`src/verilog/gis_cfg.svh`:
```
`ifndef GIS_CFG_SVH
`define GIS_CFG_SVH

// ----------------------------------------------------------------------------
// pin layout
// ----------------------------------------------------------------------------
`define GIS_NUM_X          8
`define GIS_NUM_Y          12
`define GIS_NUM_PINS       20
`define GIS_Y_LOW_LSB      8
`define GIS_Y_HIGH_LSB     16
`define GIS_Y_HIGH_WIDTH   4

// ----------------------------------------------------------------------------
// register offsets
// ----------------------------------------------------------------------------
`define GIS_ADDR_BOTH_X    8'hCC
`define GIS_ADDR_BOTH_YL   8'hCD
`define GIS_ADDR_BOTH_YH   8'hCE
`define GIS_ADDR_POL_X     8'hCF
`define GIS_ADDR_POL_YL    8'hD0
`define GIS_ADDR_POL_YH    8'hD1
`define GIS_ADDR_EN_X      8'hD2
`define GIS_ADDR_EN_YL     8'hD3
`define GIS_ADDR_EN_YH     8'hD4
`define GIS_ADDR_RAW_X     8'hD6
`define GIS_ADDR_RAW_YL    8'hD7
`define GIS_ADDR_RAW_YH    8'hD8
`define GIS_ADDR_MSK_X     8'hD9
`define GIS_ADDR_MSK_YL    8'hDA
`define GIS_ADDR_MSK_YH    8'hDB
`define GIS_ADDR_CLR_X     8'hDC
`define GIS_ADDR_CLR_YL    8'hDD
`define GIS_ADDR_CLR_YH    8'hDE
`define GIS_ADDR_WAKE_X    8'hE9

// ----------------------------------------------------------------------------
// reset values
// ----------------------------------------------------------------------------
`define GIS_RST_RAW        20'h00000
`define GIS_RST_EN         20'h00000
`define GIS_RST_POL        20'hFFFFF
`define GIS_RST_BOTH       20'h00000
`define GIS_RST_WAKE       8'h00
`define GIS_RST_RDATA      8'h00

`endif

```
`src/verilog/gis_pkg.sv`:
```
`include "gis_cfg.svh"

package gis_pkg;

  // one-hot selector of the three 8-bit register groups
  typedef enum logic [2:0] {
    GIS_GRP_NONE = 3'b000,
    GIS_GRP_X    = 3'b001,
    GIS_GRP_YL   = 3'b010,
    GIS_GRP_YH   = 3'b100
  } gis_grp_e;

  typedef logic [`GIS_NUM_PINS-1:0] gis_pins_t;
  typedef logic [7:0]               gis_byte_t;

endpackage

```
`src/verilog/gis_pin_if.sv`:
```
`timescale 1ns/1ps

interface gis_pin_if #(
  parameter int NPINS = 20
);
  logic [NPINS-1:0] pinLevel;
  logic [NPINS-1:0] polarity;
  logic [NPINS-1:0] bothEdge;
  logic [NPINS-1:0] edgeHit;
  logic [NPINS-1:0] activity;

  modport detect (
    input  pinLevel,
    input  polarity,
    input  bothEdge,
    output edgeHit,
    output activity
  );

  modport ctrl (
    output pinLevel,
    output polarity,
    output bothEdge,
    input  edgeHit,
    input  activity
  );
endinterface

```
`src/verilog/gis_pin_detect.sv`:
```
`timescale 1ns/1ps

module gis_pin_detect #(
  parameter int NPINS = 20
) (
  input  wire logic clk,
  input  wire logic sys_rst,
  gis_pin_if.detect pins
);

  generate
    if (NPINS < 1) begin : g_bad_npins
      $error("gis_pin_detect: NPINS must be at least 1");
    end
  endgenerate

  logic [NPINS-1:0] prevLevel;
  logic             primed;

  // ---------------------------------------------------------------------------
  // previous level
  // ---------------------------------------------------------------------------
  // primed keeps the first sample after reset from looking like an edge
  always_ff @(posedge clk or posedge sys_rst) begin
    if (sys_rst) begin
      primed <= 1'b0;
    end else begin
      primed <= 1'b1;
    end
  end

  always_ff @(posedge clk or posedge sys_rst) begin
    if (sys_rst) begin
      prevLevel <= '0;
    end else begin
      prevLevel <= pins.pinLevel;
    end
  end

  // ---------------------------------------------------------------------------
  // per-pin edge selection
  // ---------------------------------------------------------------------------
  genvar i;
  generate
    for (i = 0; i < NPINS; i++) begin : g_pin
      logic rise;
      logic fall;
      assign rise = primed & pins.pinLevel[i] & ~prevLevel[i];
      assign fall = primed & ~pins.pinLevel[i] & prevLevel[i];
      assign pins.activity[i] = rise | fall;
      assign pins.edgeHit[i]  = pins.bothEdge[i] ? (rise | fall) :
                                pins.polarity[i] ? rise : fall;
    end
  endgenerate

endmodule

```
`src/verilog/gis_irq_status.sv`:
```
`timescale 1ns/1ps
`include "gis_cfg.svh"

// How it works
// - write one clears matching X pin interrupt
// - write one clears Y pins 0-7 interrupt
// - bits 3:0 clear Y 8-11; rest reserved
// - X raw status read-only, resets zero
// - Y low raw status read-only, resets zero
// - Y high raw status bits 3:0, reset zero
// - X masked status read-only, resets zero
// - Y low masked status read-only, resets zero
// - Y high masked status bits 3:0, reset zero
// - X wake bit lets pin wake device
// - X wake enables reset to zero
// - interrupt enable per pin, reset zero
// - polarity one rising, zero falling; reset ones
// - both-edge bit triggers on either edge
module gis_irq_status #(
  parameter int NUM_X = 8,
  parameter int NUM_Y = 12
) (
  input  wire logic                  clk,
  input  wire logic                  sys_rst,
  input  wire logic [NUM_X-1:0]      matrixXPins,
  input  wire logic [NUM_Y-1:0]      matrixYPins,
  input  wire logic                  regWrEn,
  input  wire logic                  regRdEn,
  input  wire logic [7:0]            regAddr,
  input  wire logic [7:0]            regWrData,
  output logic      [7:0]            regRdData,
  output logic                       regRdAck,
  output logic                       irqOut,
  output logic                       wakeUp
);

  // ---------------------------------------------------------------------------
  // elaboration check
  // ---------------------------------------------------------------------------
  // the register map has fixed byte groups, so other pin counts cannot be served
  generate
    if (NUM_X != `GIS_NUM_X || NUM_Y != `GIS_NUM_Y) begin : g_bad_size
      $error("gis_irq_status: register map serves exactly 8 X and 12 Y pins");
    end
  endgenerate

  // ---------------------------------------------------------------------------
  // group helpers
  // ---------------------------------------------------------------------------
  // byte view of one register group of a 20-bit field
  function automatic gis_pkg::gis_byte_t groupByte(input gis_pkg::gis_pins_t vec,
                                                   input gis_pkg::gis_grp_e grp);
    gis_pkg::gis_byte_t res;
    res = 8'h00;
    case (grp)
      gis_pkg::GIS_GRP_X:  res = vec[`GIS_Y_LOW_LSB-1:0];
      gis_pkg::GIS_GRP_YL: res = vec[`GIS_Y_HIGH_LSB-1:`GIS_Y_LOW_LSB];
      // reserved upper nibble reads as zero
      gis_pkg::GIS_GRP_YH: res = {4'h0, vec[`GIS_NUM_PINS-1:`GIS_Y_HIGH_LSB]};
      default:             res = 8'h00;
    endcase
    return res;
  endfunction

  function automatic gis_pkg::gis_pins_t groupMask(input gis_pkg::gis_byte_t data,
                                                   input gis_pkg::gis_grp_e grp);
    gis_pkg::gis_pins_t res;
    res = '0;
    case (grp)
      gis_pkg::GIS_GRP_X:  res[`GIS_Y_LOW_LSB-1:0] = data;
      gis_pkg::GIS_GRP_YL: res[`GIS_Y_HIGH_LSB-1:`GIS_Y_LOW_LSB] = data;
      gis_pkg::GIS_GRP_YH: res[`GIS_NUM_PINS-1:`GIS_Y_HIGH_LSB] = data[`GIS_Y_HIGH_WIDTH-1:0];
      default:             res = '0;
    endcase
    return res;
  endfunction

  // writes one group of a 20-bit field, other groups untouched
  function automatic gis_pkg::gis_pins_t groupWrite(input gis_pkg::gis_pins_t old,
                                                    input gis_pkg::gis_byte_t data,
                                                    input gis_pkg::gis_grp_e grp);
    gis_pkg::gis_pins_t sel;
    sel = groupMask(8'hFF, grp);
    return (old & ~sel) | (groupMask(data, grp) & sel);
  endfunction

  // ---------------------------------------------------------------------------
  // state
  // ---------------------------------------------------------------------------
  gis_pkg::gis_pins_t rawStatus;
  gis_pkg::gis_pins_t intEnable;
  gis_pkg::gis_pins_t polarity;
  gis_pkg::gis_pins_t bothEdge;
  logic [NUM_X-1:0]   wakeEnable;
  gis_pkg::gis_pins_t maskedStatus;
  gis_pkg::gis_pins_t clearBits;
  gis_pkg::gis_pins_t next_rawStatus;
  gis_pkg::gis_byte_t next_regRdData;

  // edge detection lives in its own module, fed through the pin interface
  gis_pin_if #(.NPINS(`GIS_NUM_PINS)) pinBus ();

  assign pinBus.pinLevel = {matrixYPins, matrixXPins};
  assign pinBus.polarity = polarity;
  assign pinBus.bothEdge = bothEdge;

  gis_pin_detect #(
    .NPINS (`GIS_NUM_PINS)
  ) u_detect (
    .clk     (clk),
    .sys_rst (sys_rst),
    .pins    (pinBus.detect)
  );

  // ---------------------------------------------------------------------------
  // write decode
  // ---------------------------------------------------------------------------
  // writes to status or unmapped addresses match nothing and are dropped
  logic wrClr;
  logic wrEn;
  logic wrPol;
  logic wrBoth;
  gis_pkg::gis_grp_e wrGrp;

  always_comb begin
    wrClr  = 1'b0;
    wrEn   = 1'b0;
    wrPol  = 1'b0;
    wrBoth = 1'b0;
    wrGrp  = gis_pkg::GIS_GRP_NONE;
    if (regAddr == `GIS_ADDR_CLR_X) begin
      wrClr = 1'b1;
      wrGrp = gis_pkg::GIS_GRP_X;
    end else if (regAddr == `GIS_ADDR_CLR_YL) begin
      wrClr = 1'b1;
      wrGrp = gis_pkg::GIS_GRP_YL;
    end else if (regAddr == `GIS_ADDR_CLR_YH) begin
      wrClr = 1'b1;
      wrGrp = gis_pkg::GIS_GRP_YH;
    end else if (regAddr == `GIS_ADDR_EN_X) begin
      wrEn  = 1'b1;
      wrGrp = gis_pkg::GIS_GRP_X;
    end else if (regAddr == `GIS_ADDR_EN_YL) begin
      wrEn  = 1'b1;
      wrGrp = gis_pkg::GIS_GRP_YL;
    end else if (regAddr == `GIS_ADDR_EN_YH) begin
      wrEn  = 1'b1;
      wrGrp = gis_pkg::GIS_GRP_YH;
    end else if (regAddr == `GIS_ADDR_POL_X) begin
      wrPol = 1'b1;
      wrGrp = gis_pkg::GIS_GRP_X;
    end else if (regAddr == `GIS_ADDR_POL_YL) begin
      wrPol = 1'b1;
      wrGrp = gis_pkg::GIS_GRP_YL;
    end else if (regAddr == `GIS_ADDR_POL_YH) begin
      wrPol = 1'b1;
      wrGrp = gis_pkg::GIS_GRP_YH;
    end else if (regAddr == `GIS_ADDR_BOTH_X) begin
      wrBoth = 1'b1;
      wrGrp  = gis_pkg::GIS_GRP_X;
    end else if (regAddr == `GIS_ADDR_BOTH_YL) begin
      wrBoth = 1'b1;
      wrGrp  = gis_pkg::GIS_GRP_YL;
    end else if (regAddr == `GIS_ADDR_BOTH_YH) begin
      wrBoth = 1'b1;
      wrGrp  = gis_pkg::GIS_GRP_YH;
    end
  end

  // clear register bits are strobes only; the reserved nibble is dropped by groupMask
  assign clearBits = (regWrEn && wrClr) ? groupMask(regWrData, wrGrp) : '0;

  // ---------------------------------------------------------------------------
  // raw and masked status
  // ---------------------------------------------------------------------------
  // a new edge in the clearing cycle survives, so no event is lost
  assign next_rawStatus = (rawStatus & ~clearBits) | pinBus.edgeHit;

  always_ff @(posedge clk or posedge sys_rst) begin
    if (sys_rst) begin
      rawStatus <= `GIS_RST_RAW;
    end else begin
      rawStatus <= next_rawStatus;
    end
  end

  // combinational, so enabling a pin later exposes edges it saw while masked
  assign maskedStatus = rawStatus & intEnable;

  // registered so the request line cannot glitch while status bits settle
  always_ff @(posedge clk or posedge sys_rst) begin
    if (sys_rst) begin
      irqOut <= 1'b0;
    end else begin
      irqOut <= |maskedStatus;
    end
  end

  // ---------------------------------------------------------------------------
  // configuration registers
  // ---------------------------------------------------------------------------
  // reserved nibbles of the Y high group are masked off inside groupWrite
  always_ff @(posedge clk or posedge sys_rst) begin
    if (sys_rst) begin
      intEnable <= `GIS_RST_EN;
    end else if (regWrEn && wrEn) begin
      intEnable <= groupWrite(intEnable, regWrData, wrGrp);
    end
  end

  always_ff @(posedge clk or posedge sys_rst) begin
    if (sys_rst) begin
      polarity <= `GIS_RST_POL;
    end else if (regWrEn && wrPol) begin
      polarity <= groupWrite(polarity, regWrData, wrGrp);
    end
  end

  always_ff @(posedge clk or posedge sys_rst) begin
    if (sys_rst) begin
      bothEdge <= `GIS_RST_BOTH;
    end else if (regWrEn && wrBoth) begin
      bothEdge <= groupWrite(bothEdge, regWrData, wrGrp);
    end
  end

  always_ff @(posedge clk or posedge sys_rst) begin
    if (sys_rst) begin
      wakeEnable <= `GIS_RST_WAKE;
    end else if (regWrEn && regAddr == `GIS_ADDR_WAKE_X) begin
      wakeEnable <= regWrData;
    end
  end

  // ---------------------------------------------------------------------------
  // wake-up
  // ---------------------------------------------------------------------------
  // any level change counts as activity, independent of interrupt enables
  // wakeUp is a one-cycle pulse; the sleep logic must latch it itself
  always_ff @(posedge clk or posedge sys_rst) begin
    if (sys_rst) begin
      wakeUp <= 1'b0;
    end else begin
      wakeUp <= |(pinBus.activity[NUM_X-1:0] & wakeEnable);
    end
  end

  // ---------------------------------------------------------------------------
  // read path
  // ---------------------------------------------------------------------------
  // clear registers, reserved bits and unmapped addresses read as zero
  always_comb begin
    next_regRdData = `GIS_RST_RDATA;
    if (regAddr == `GIS_ADDR_RAW_X) begin
      next_regRdData = groupByte(rawStatus, gis_pkg::GIS_GRP_X);
    end else if (regAddr == `GIS_ADDR_RAW_YL) begin
      next_regRdData = groupByte(rawStatus, gis_pkg::GIS_GRP_YL);
    end else if (regAddr == `GIS_ADDR_RAW_YH) begin
      next_regRdData = groupByte(rawStatus, gis_pkg::GIS_GRP_YH);
    end else if (regAddr == `GIS_ADDR_MSK_X) begin
      next_regRdData = groupByte(maskedStatus, gis_pkg::GIS_GRP_X);
    end else if (regAddr == `GIS_ADDR_MSK_YL) begin
      next_regRdData = groupByte(maskedStatus, gis_pkg::GIS_GRP_YL);
    end else if (regAddr == `GIS_ADDR_MSK_YH) begin
      next_regRdData = groupByte(maskedStatus, gis_pkg::GIS_GRP_YH);
    end else if (regAddr == `GIS_ADDR_EN_X) begin
      next_regRdData = groupByte(intEnable, gis_pkg::GIS_GRP_X);
    end else if (regAddr == `GIS_ADDR_EN_YL) begin
      next_regRdData = groupByte(intEnable, gis_pkg::GIS_GRP_YL);
    end else if (regAddr == `GIS_ADDR_EN_YH) begin
      next_regRdData = groupByte(intEnable, gis_pkg::GIS_GRP_YH);
    end else if (regAddr == `GIS_ADDR_POL_X) begin
      next_regRdData = groupByte(polarity, gis_pkg::GIS_GRP_X);
    end else if (regAddr == `GIS_ADDR_POL_YL) begin
      next_regRdData = groupByte(polarity, gis_pkg::GIS_GRP_YL);
    end else if (regAddr == `GIS_ADDR_POL_YH) begin
      next_regRdData = groupByte(polarity, gis_pkg::GIS_GRP_YH);
    end else if (regAddr == `GIS_ADDR_BOTH_X) begin
      next_regRdData = groupByte(bothEdge, gis_pkg::GIS_GRP_X);
    end else if (regAddr == `GIS_ADDR_BOTH_YL) begin
      next_regRdData = groupByte(bothEdge, gis_pkg::GIS_GRP_YL);
    end else if (regAddr == `GIS_ADDR_BOTH_YH) begin
      next_regRdData = groupByte(bothEdge, gis_pkg::GIS_GRP_YH);
    end else if (regAddr == `GIS_ADDR_WAKE_X) begin
      next_regRdData = wakeEnable;
    end
  end

  // the host learns the pending pins from a masked read before clearing them
  always_ff @(posedge clk or posedge sys_rst) begin
    if (sys_rst) begin
      regRdData <= `GIS_RST_RDATA;
      regRdAck  <= 1'b0;
    end else begin
      regRdAck <= regRdEn;
      if (regRdEn) begin
        regRdData <= next_regRdData;
      end
    end
  end

endmodule

```
`config.mk`:
```
export PLATFORM = sky130hd
export DESIGN_NAME = gis_irq_status
export DESIGN_NICKNAME = d
export VERILOG_FILES = /design/src/verilog/gis_pkg.sv /design/src/verilog/gis_pin_if.sv /design/src/verilog/gis_pin_detect.sv /design/src/verilog/gis_irq_status.sv
export VERILOG_INCLUDE_DIRS = /design/src /design/src/verilog
export SDC_FILE = /design/constraint.sdc
export NUM_CORES = 1
export LEC_CHECK = 0
export BUFFER_PORTS_ARGS = -buffer_cell sky130_fd_sc_hd__buf_2
export CORE_ASPECT_RATIO = 0.7
export CORE_MARGIN = 3
export CORE_UTILIZATION = 30
export CTS_CLUSTER_SIZE = 10
export DETAILED_ROUTE_END_ITERATION = 10
export GPL_TIMING_DRIVEN = 0
export HOLD_SLACK_MARGIN = 0.1
export SLEW_MARGIN = 10
export SYNTH_ARGS = -nofsm -noshare
export SYNTH_HDL_FRONTEND = slang
export SYNTH_HIERARCHICAL = 1
export SYNTH_SLANG_ARGS = --single-unit
```
`constraint.sdc`:
```
create_clock -name clk -period 5.6 [get_ports clk]
set_input_delay 1.12 -clock clk [delete_from_list [all_inputs] [get_ports clk]]
set_output_delay 1.12 -clock clk [all_outputs]
set_load 0.05 [all_outputs]
```
* Word level (Yosys, flattened, before mapping)
Cells that the tools add are included.
** Word-level totals
- Input port bits :: 40
- Register bits :: 120
- Logic and storage cells :: 320
** Operators by class
- Muxes and demuxes :: 123
- Equality and inequality tests :: 22
- Reduce and logical (&&, ||, !) cells :: 7
- Bitwise gates (word level) :: 157
** Operators with widths (number)
- $mux W8 :: 32
- $and A20 B20 Y20 :: 8
- $eq A8 B8 Y1 const B :: 19
- $and A1 B1 Y1 :: 80
- $not A20 Y20 :: 4
- $or A20 B20 Y20 :: 4
- $mux W1 :: 70
- $not A1 Y1 :: 40
- $mux W3 :: 12
- $mux W4 :: 8
- $mux W20 :: 1
- $or A1 B1 Y1 :: 20
- $reduce_or A20 Y1 :: 1
- $and A8 B8 Y8 :: 1
- $reduce_or A8 Y1 :: 1
- $logic_and A1 B1 Y1 :: 5
- $eq A3 B1 Y1 const B :: 1
- $eq A3 B2 Y1 const B :: 1
- $eq A3 B3 Y1 const B :: 1

* Logic depth before layout (Yosys ltp)
- Depth after elaboration :: 19
- Depth in mapped cells :: 9
- Gate-level depth less buffers :: 6

* By module
Netlist, hierarchy kept.
** By module, submodules not included
- gis_irq_status :: seq. area each 2502.4 um^2, cells each 523, area an instance 5434.0 um^2, times used 1
- gis_pin_detect :: seq. area each 525.5 um^2, cells each 108, area an instance 1203.7 um^2, times used 1

* Worst setup path after synthesis
No wires, ideal clock.
- Path kind :: input-to-reg
- From :: input regAddr[3]
- To :: register (tool-made name)
- Arrival :: 2.626 ns
- Stages :: 9
- Slack :: 2.849 ns
- Library setup time :: 0.125 ns
- Path through :: buf_4 buf_4 nand2_1 o2bb2ai_1 nand2_1 a21oi_2 and2_1 buf_4 mux2_2
** RTL lines
- start: declaration :: RTL line gis_irq_status.sv:29 : input wire logic [7:0] regAddr,

* Worst setup path after layout
- From :: input regAddr[2]
- To :: register regRdData[0]
** Between the ends
- Longest elaborated chain between the ends :: 17
- Elaborated cells on any way between the ends :: 32
- Those cells by class :: eq/ne (16); mux (16)
** Ends and longest elaborated chain
- $eq A8 B8 Y1 (no line)
- $mux W8 :: RTL line gis_irq_status.sv:284 : end else if (regAddr == `GIS_ADDR_WAKE_X) begin
- $mux W8 :: RTL line gis_irq_status.sv:282 : end else if (regAddr == `GIS_ADDR_BOTH_YH) begin
- $mux W8 :: RTL line gis_irq_status.sv:280 : end else if (regAddr == `GIS_ADDR_BOTH_YL) begin
- $mux W8 :: RTL line gis_irq_status.sv:278 : end else if (regAddr == `GIS_ADDR_BOTH_X) begin
- $mux W8 :: RTL line gis_irq_status.sv:276 : end else if (regAddr == `GIS_ADDR_POL_YH) begin
- $mux W8 :: RTL line gis_irq_status.sv:274 : end else if (regAddr == `GIS_ADDR_POL_YL) begin
- $mux W8 :: RTL line gis_irq_status.sv:272 : end else if (regAddr == `GIS_ADDR_POL_X) begin
- $mux W8 :: RTL line gis_irq_status.sv:270 : end else if (regAddr == `GIS_ADDR_EN_YH) begin
- $mux W8 :: RTL line gis_irq_status.sv:268 : end else if (regAddr == `GIS_ADDR_EN_YL) begin
- $mux W8 :: RTL line gis_irq_status.sv:266 : end else if (regAddr == `GIS_ADDR_EN_X) begin
- $mux W8 :: RTL line gis_irq_status.sv:264 : end else if (regAddr == `GIS_ADDR_MSK_YH) begin
- $mux W8 :: RTL line gis_irq_status.sv:262 : end else if (regAddr == `GIS_ADDR_MSK_YL) begin
- $mux W8 :: RTL line gis_irq_status.sv:260 : end else if (regAddr == `GIS_ADDR_MSK_X) begin
- $mux W8 :: RTL line gis_irq_status.sv:258 : end else if (regAddr == `GIS_ADDR_RAW_YH) begin
- $mux W8 :: RTL line gis_irq_status.sv:256 : end else if (regAddr == `GIS_ADDR_RAW_YL) begin
- $mux W8 * :: RTL line gis_irq_status.sv:254 : if (regAddr == `GIS_ADDR_RAW_X) begin
- end signal: assignment :: RTL line gis_irq_status.sv:292 : regRdData <= `GIS_RST_RDATA;
- end signal: assignment :: RTL line gis_irq_status.sv:297 : regRdData <= next_regRdData;
- end: declaration :: RTL line gis_irq_status.sv:31 : output logic [7:0] regRdData,
Every way passes the cells marked *; elsewhere a longest branch is shown, timed or not.
A chain may end at the register's enable or synchronous reset.

==> reports/metrics.cfg <==
[sta]
tightestPinTransition_ns = 0.931
timing.fmax_ghz = 0.307
fin_crit_sh = 0.581
setup_violations = 0
hold_viol = 0
relSlewSlack = 0.378
min_period_ns = 3.25
setup_ws_ns = 2.35
slew_violations = 0
rsz0062_at_grt = false
finalSetupTns_ns = 0
fin_worst_skew_ns = 0.0109

[drt]
wl_met2_um = 8780
drt_pass1_iterations = 5
via_count = 5458
routed_wl_um = 22300
drtAntennaViolNets = 0
drc_errors = 0
initialDrtViolationCount = 668
vias_per_cell = 5.53
wl_met1_um = 11200
wl_met3_um = 2080
routed.top_layer = met4
routedWlPerCell_um = 22.6

[cells_and_area]
syn_to_final_growth_pct = 19.1
finalNonFillerCells = 987
drive_gt1_frac = 0.308
antennaDiodeCount = 0
nets = 738

[floorplanning]
die_area_mm2 = 0.0239
initial_core_util = 0.313
placementRows = 44
ios = 51
fp.dieW_um = 184
die_h_um = 130
core-area_mm2 = 0.0212

[power]
ir_drop_mv = 0.189
power.leakage_nw = 3.38
power.density_mw_per_mm2 = 295

[global_route]
grt_util_all_layers = 0.194
grt_first_pass_wirelength_um = 34500
grt_overflow = 0
first_global_vias = 5443
antenna_found_initial = 0
grt_max_degree = 60

[critical_path]
critPathLaunchType = input port
crit_path_top_delay_cell = nor3b_1
slowest_delay_ns = 0.71
critPathBufInv = 2
crit_cells = 8
worstPathCellList = buf_2 > buf_2 > nor3b_1 > nand3_1 > nor2b_1 > o22ai_1 > a41o_1 > a21oi_1
path_delay_family = simple AND/OR/NAND/NOR gates
path_common_cell = buf_2
cp.required_ns = 5.89
endpoint_kind = flip-flop
cp.arrival_ns = 3.55
worstPathMaxFanout = 10
critPathKind = input port to flip-flop
ff2ff_path_depth = 5

[clock_tree]
clkSinkCount = 120
cts_max_path_buffers = 2
clkTransAtPathRegs_ns = 0.06
ctsResizeCount = 0
post_cts_buffers = 0
htreeDepth = 4
cts_root_buf = clkbuf_16
cts_tree = done
cts.hold.buffers_added = 0
insertion_delay_ns = 0.42
cts_buffers = 17

[flow_run]
cap_violations = 0

[worst_hold_path]
min_path_cells = 1
holdCritPathClass = flip-flop to flip-flop

[placed_design]
gp_congestion = 0.951
dp_cells = 955
pre_cts_ws_ns = 2.06
io_buffers = 48
dp_hpwl_um = 16900

[logic_synthesis]
syn_inst = 630
avgSynthCellArea_um2 = 10.5
yosysWarnings = 6
synth_nets = 670
synth_area_mm2 = 0.00663

[status]
status = complete, no violations

where the power goes:
part | total, mW | internal (mW) | leakage (nW) | switching (mW)
sequential | 0.904 | 0.887 | 1.43 | 0.0166
combinational | 0.204 | 0.0669 | 1.62 | 0.137
clock | 1.22 | 0.771 | 0.319 | 0.450
total | 2.33 | 1.73 | 3.38 | 0.604
final cells by class:
cell class / count / area [µm²]
fillers: 2098 / 13300
multi-input cells: 470 / 3420
flip-flops and latches: 120 / 3030
clock buffers: 18 / 439
well taps: 276 / 345
repair buffers: 49 / 268
clock inverters: 14 / 210
plain buffers: 30 / 141
inverters: 10 / 42.5
final timing paths:
path                               startpoint                     to  slack [ns]
worst max register to register      flip-flop           regRdData[1]        3.89
min in group asynchronous             sys_rst          wakeEnable[0]        0.72
max in group asynchronous             sys_rst  u_detect/prevLevel[7]        4.08
worst max-delay path               regAddr[2]           regRdData[0]        2.35
worst min register to register  rawStatus[13]          rawStatus[13]        0.52
worst min-delay path            rawStatus[13]          rawStatus[13]        0.52
cell usage in the layout, fill, tap and decap left out, types with 9 or more instances in the layout:
| cell type | instances |
|---|---|
| nor2_1 | 25 |
| buf_2 | 58 |
| clkbuf_16 | 17 |
| xor2_1 | 39 |
| o21a_1 | 25 |
| o21ai_0 | 24 |
| and2_2 | 19 |
| nand3_1 | 33 |
| a21o_1 | 26 |
| a21oi_1 | 24 |
| nand2_1 | 34 |
| dfstp_2 | 20 |
| nor3_1 | 9 |
| dfrtp_1 | 100 |
| clkbuf_1 | 13 |
| o22ai_1 | 14 |
| a22oi_1 | 10 |
| nand2b_1 | 14 |
| mux2_2 | 69 |
layer usage:
metal / vias to the layer above / global-route usage
met5: - / 0
met4: 0 / 0.0474
met3: 18 / 0.0609
met2: 237 / 0.258
met1: 2727 / 0.299
li1: 2476 / -
through the flow:
| step | util | total power [mW] | cell area [µm²] | hold slack (ns) |
|---|---|---|---|---|
| after global routing | 0.373 | 2.41 | 7900 | 0.570 |
| final | 0.373 | 2.33 | 7900 | 0.521 |
| after floorplan | - | 1.04 | 6630 | 0.472 |
| after global placement | 0.340 | 1.12 | 7220 | 0.507 |
| after CTS | 0.373 | 2.34 | 7900 | 0.530 |
| after detailed placement | 0.342 | 1.12 | 7250 | 0.515 |
Note: power is estimated with default switching activity, not from simulation.
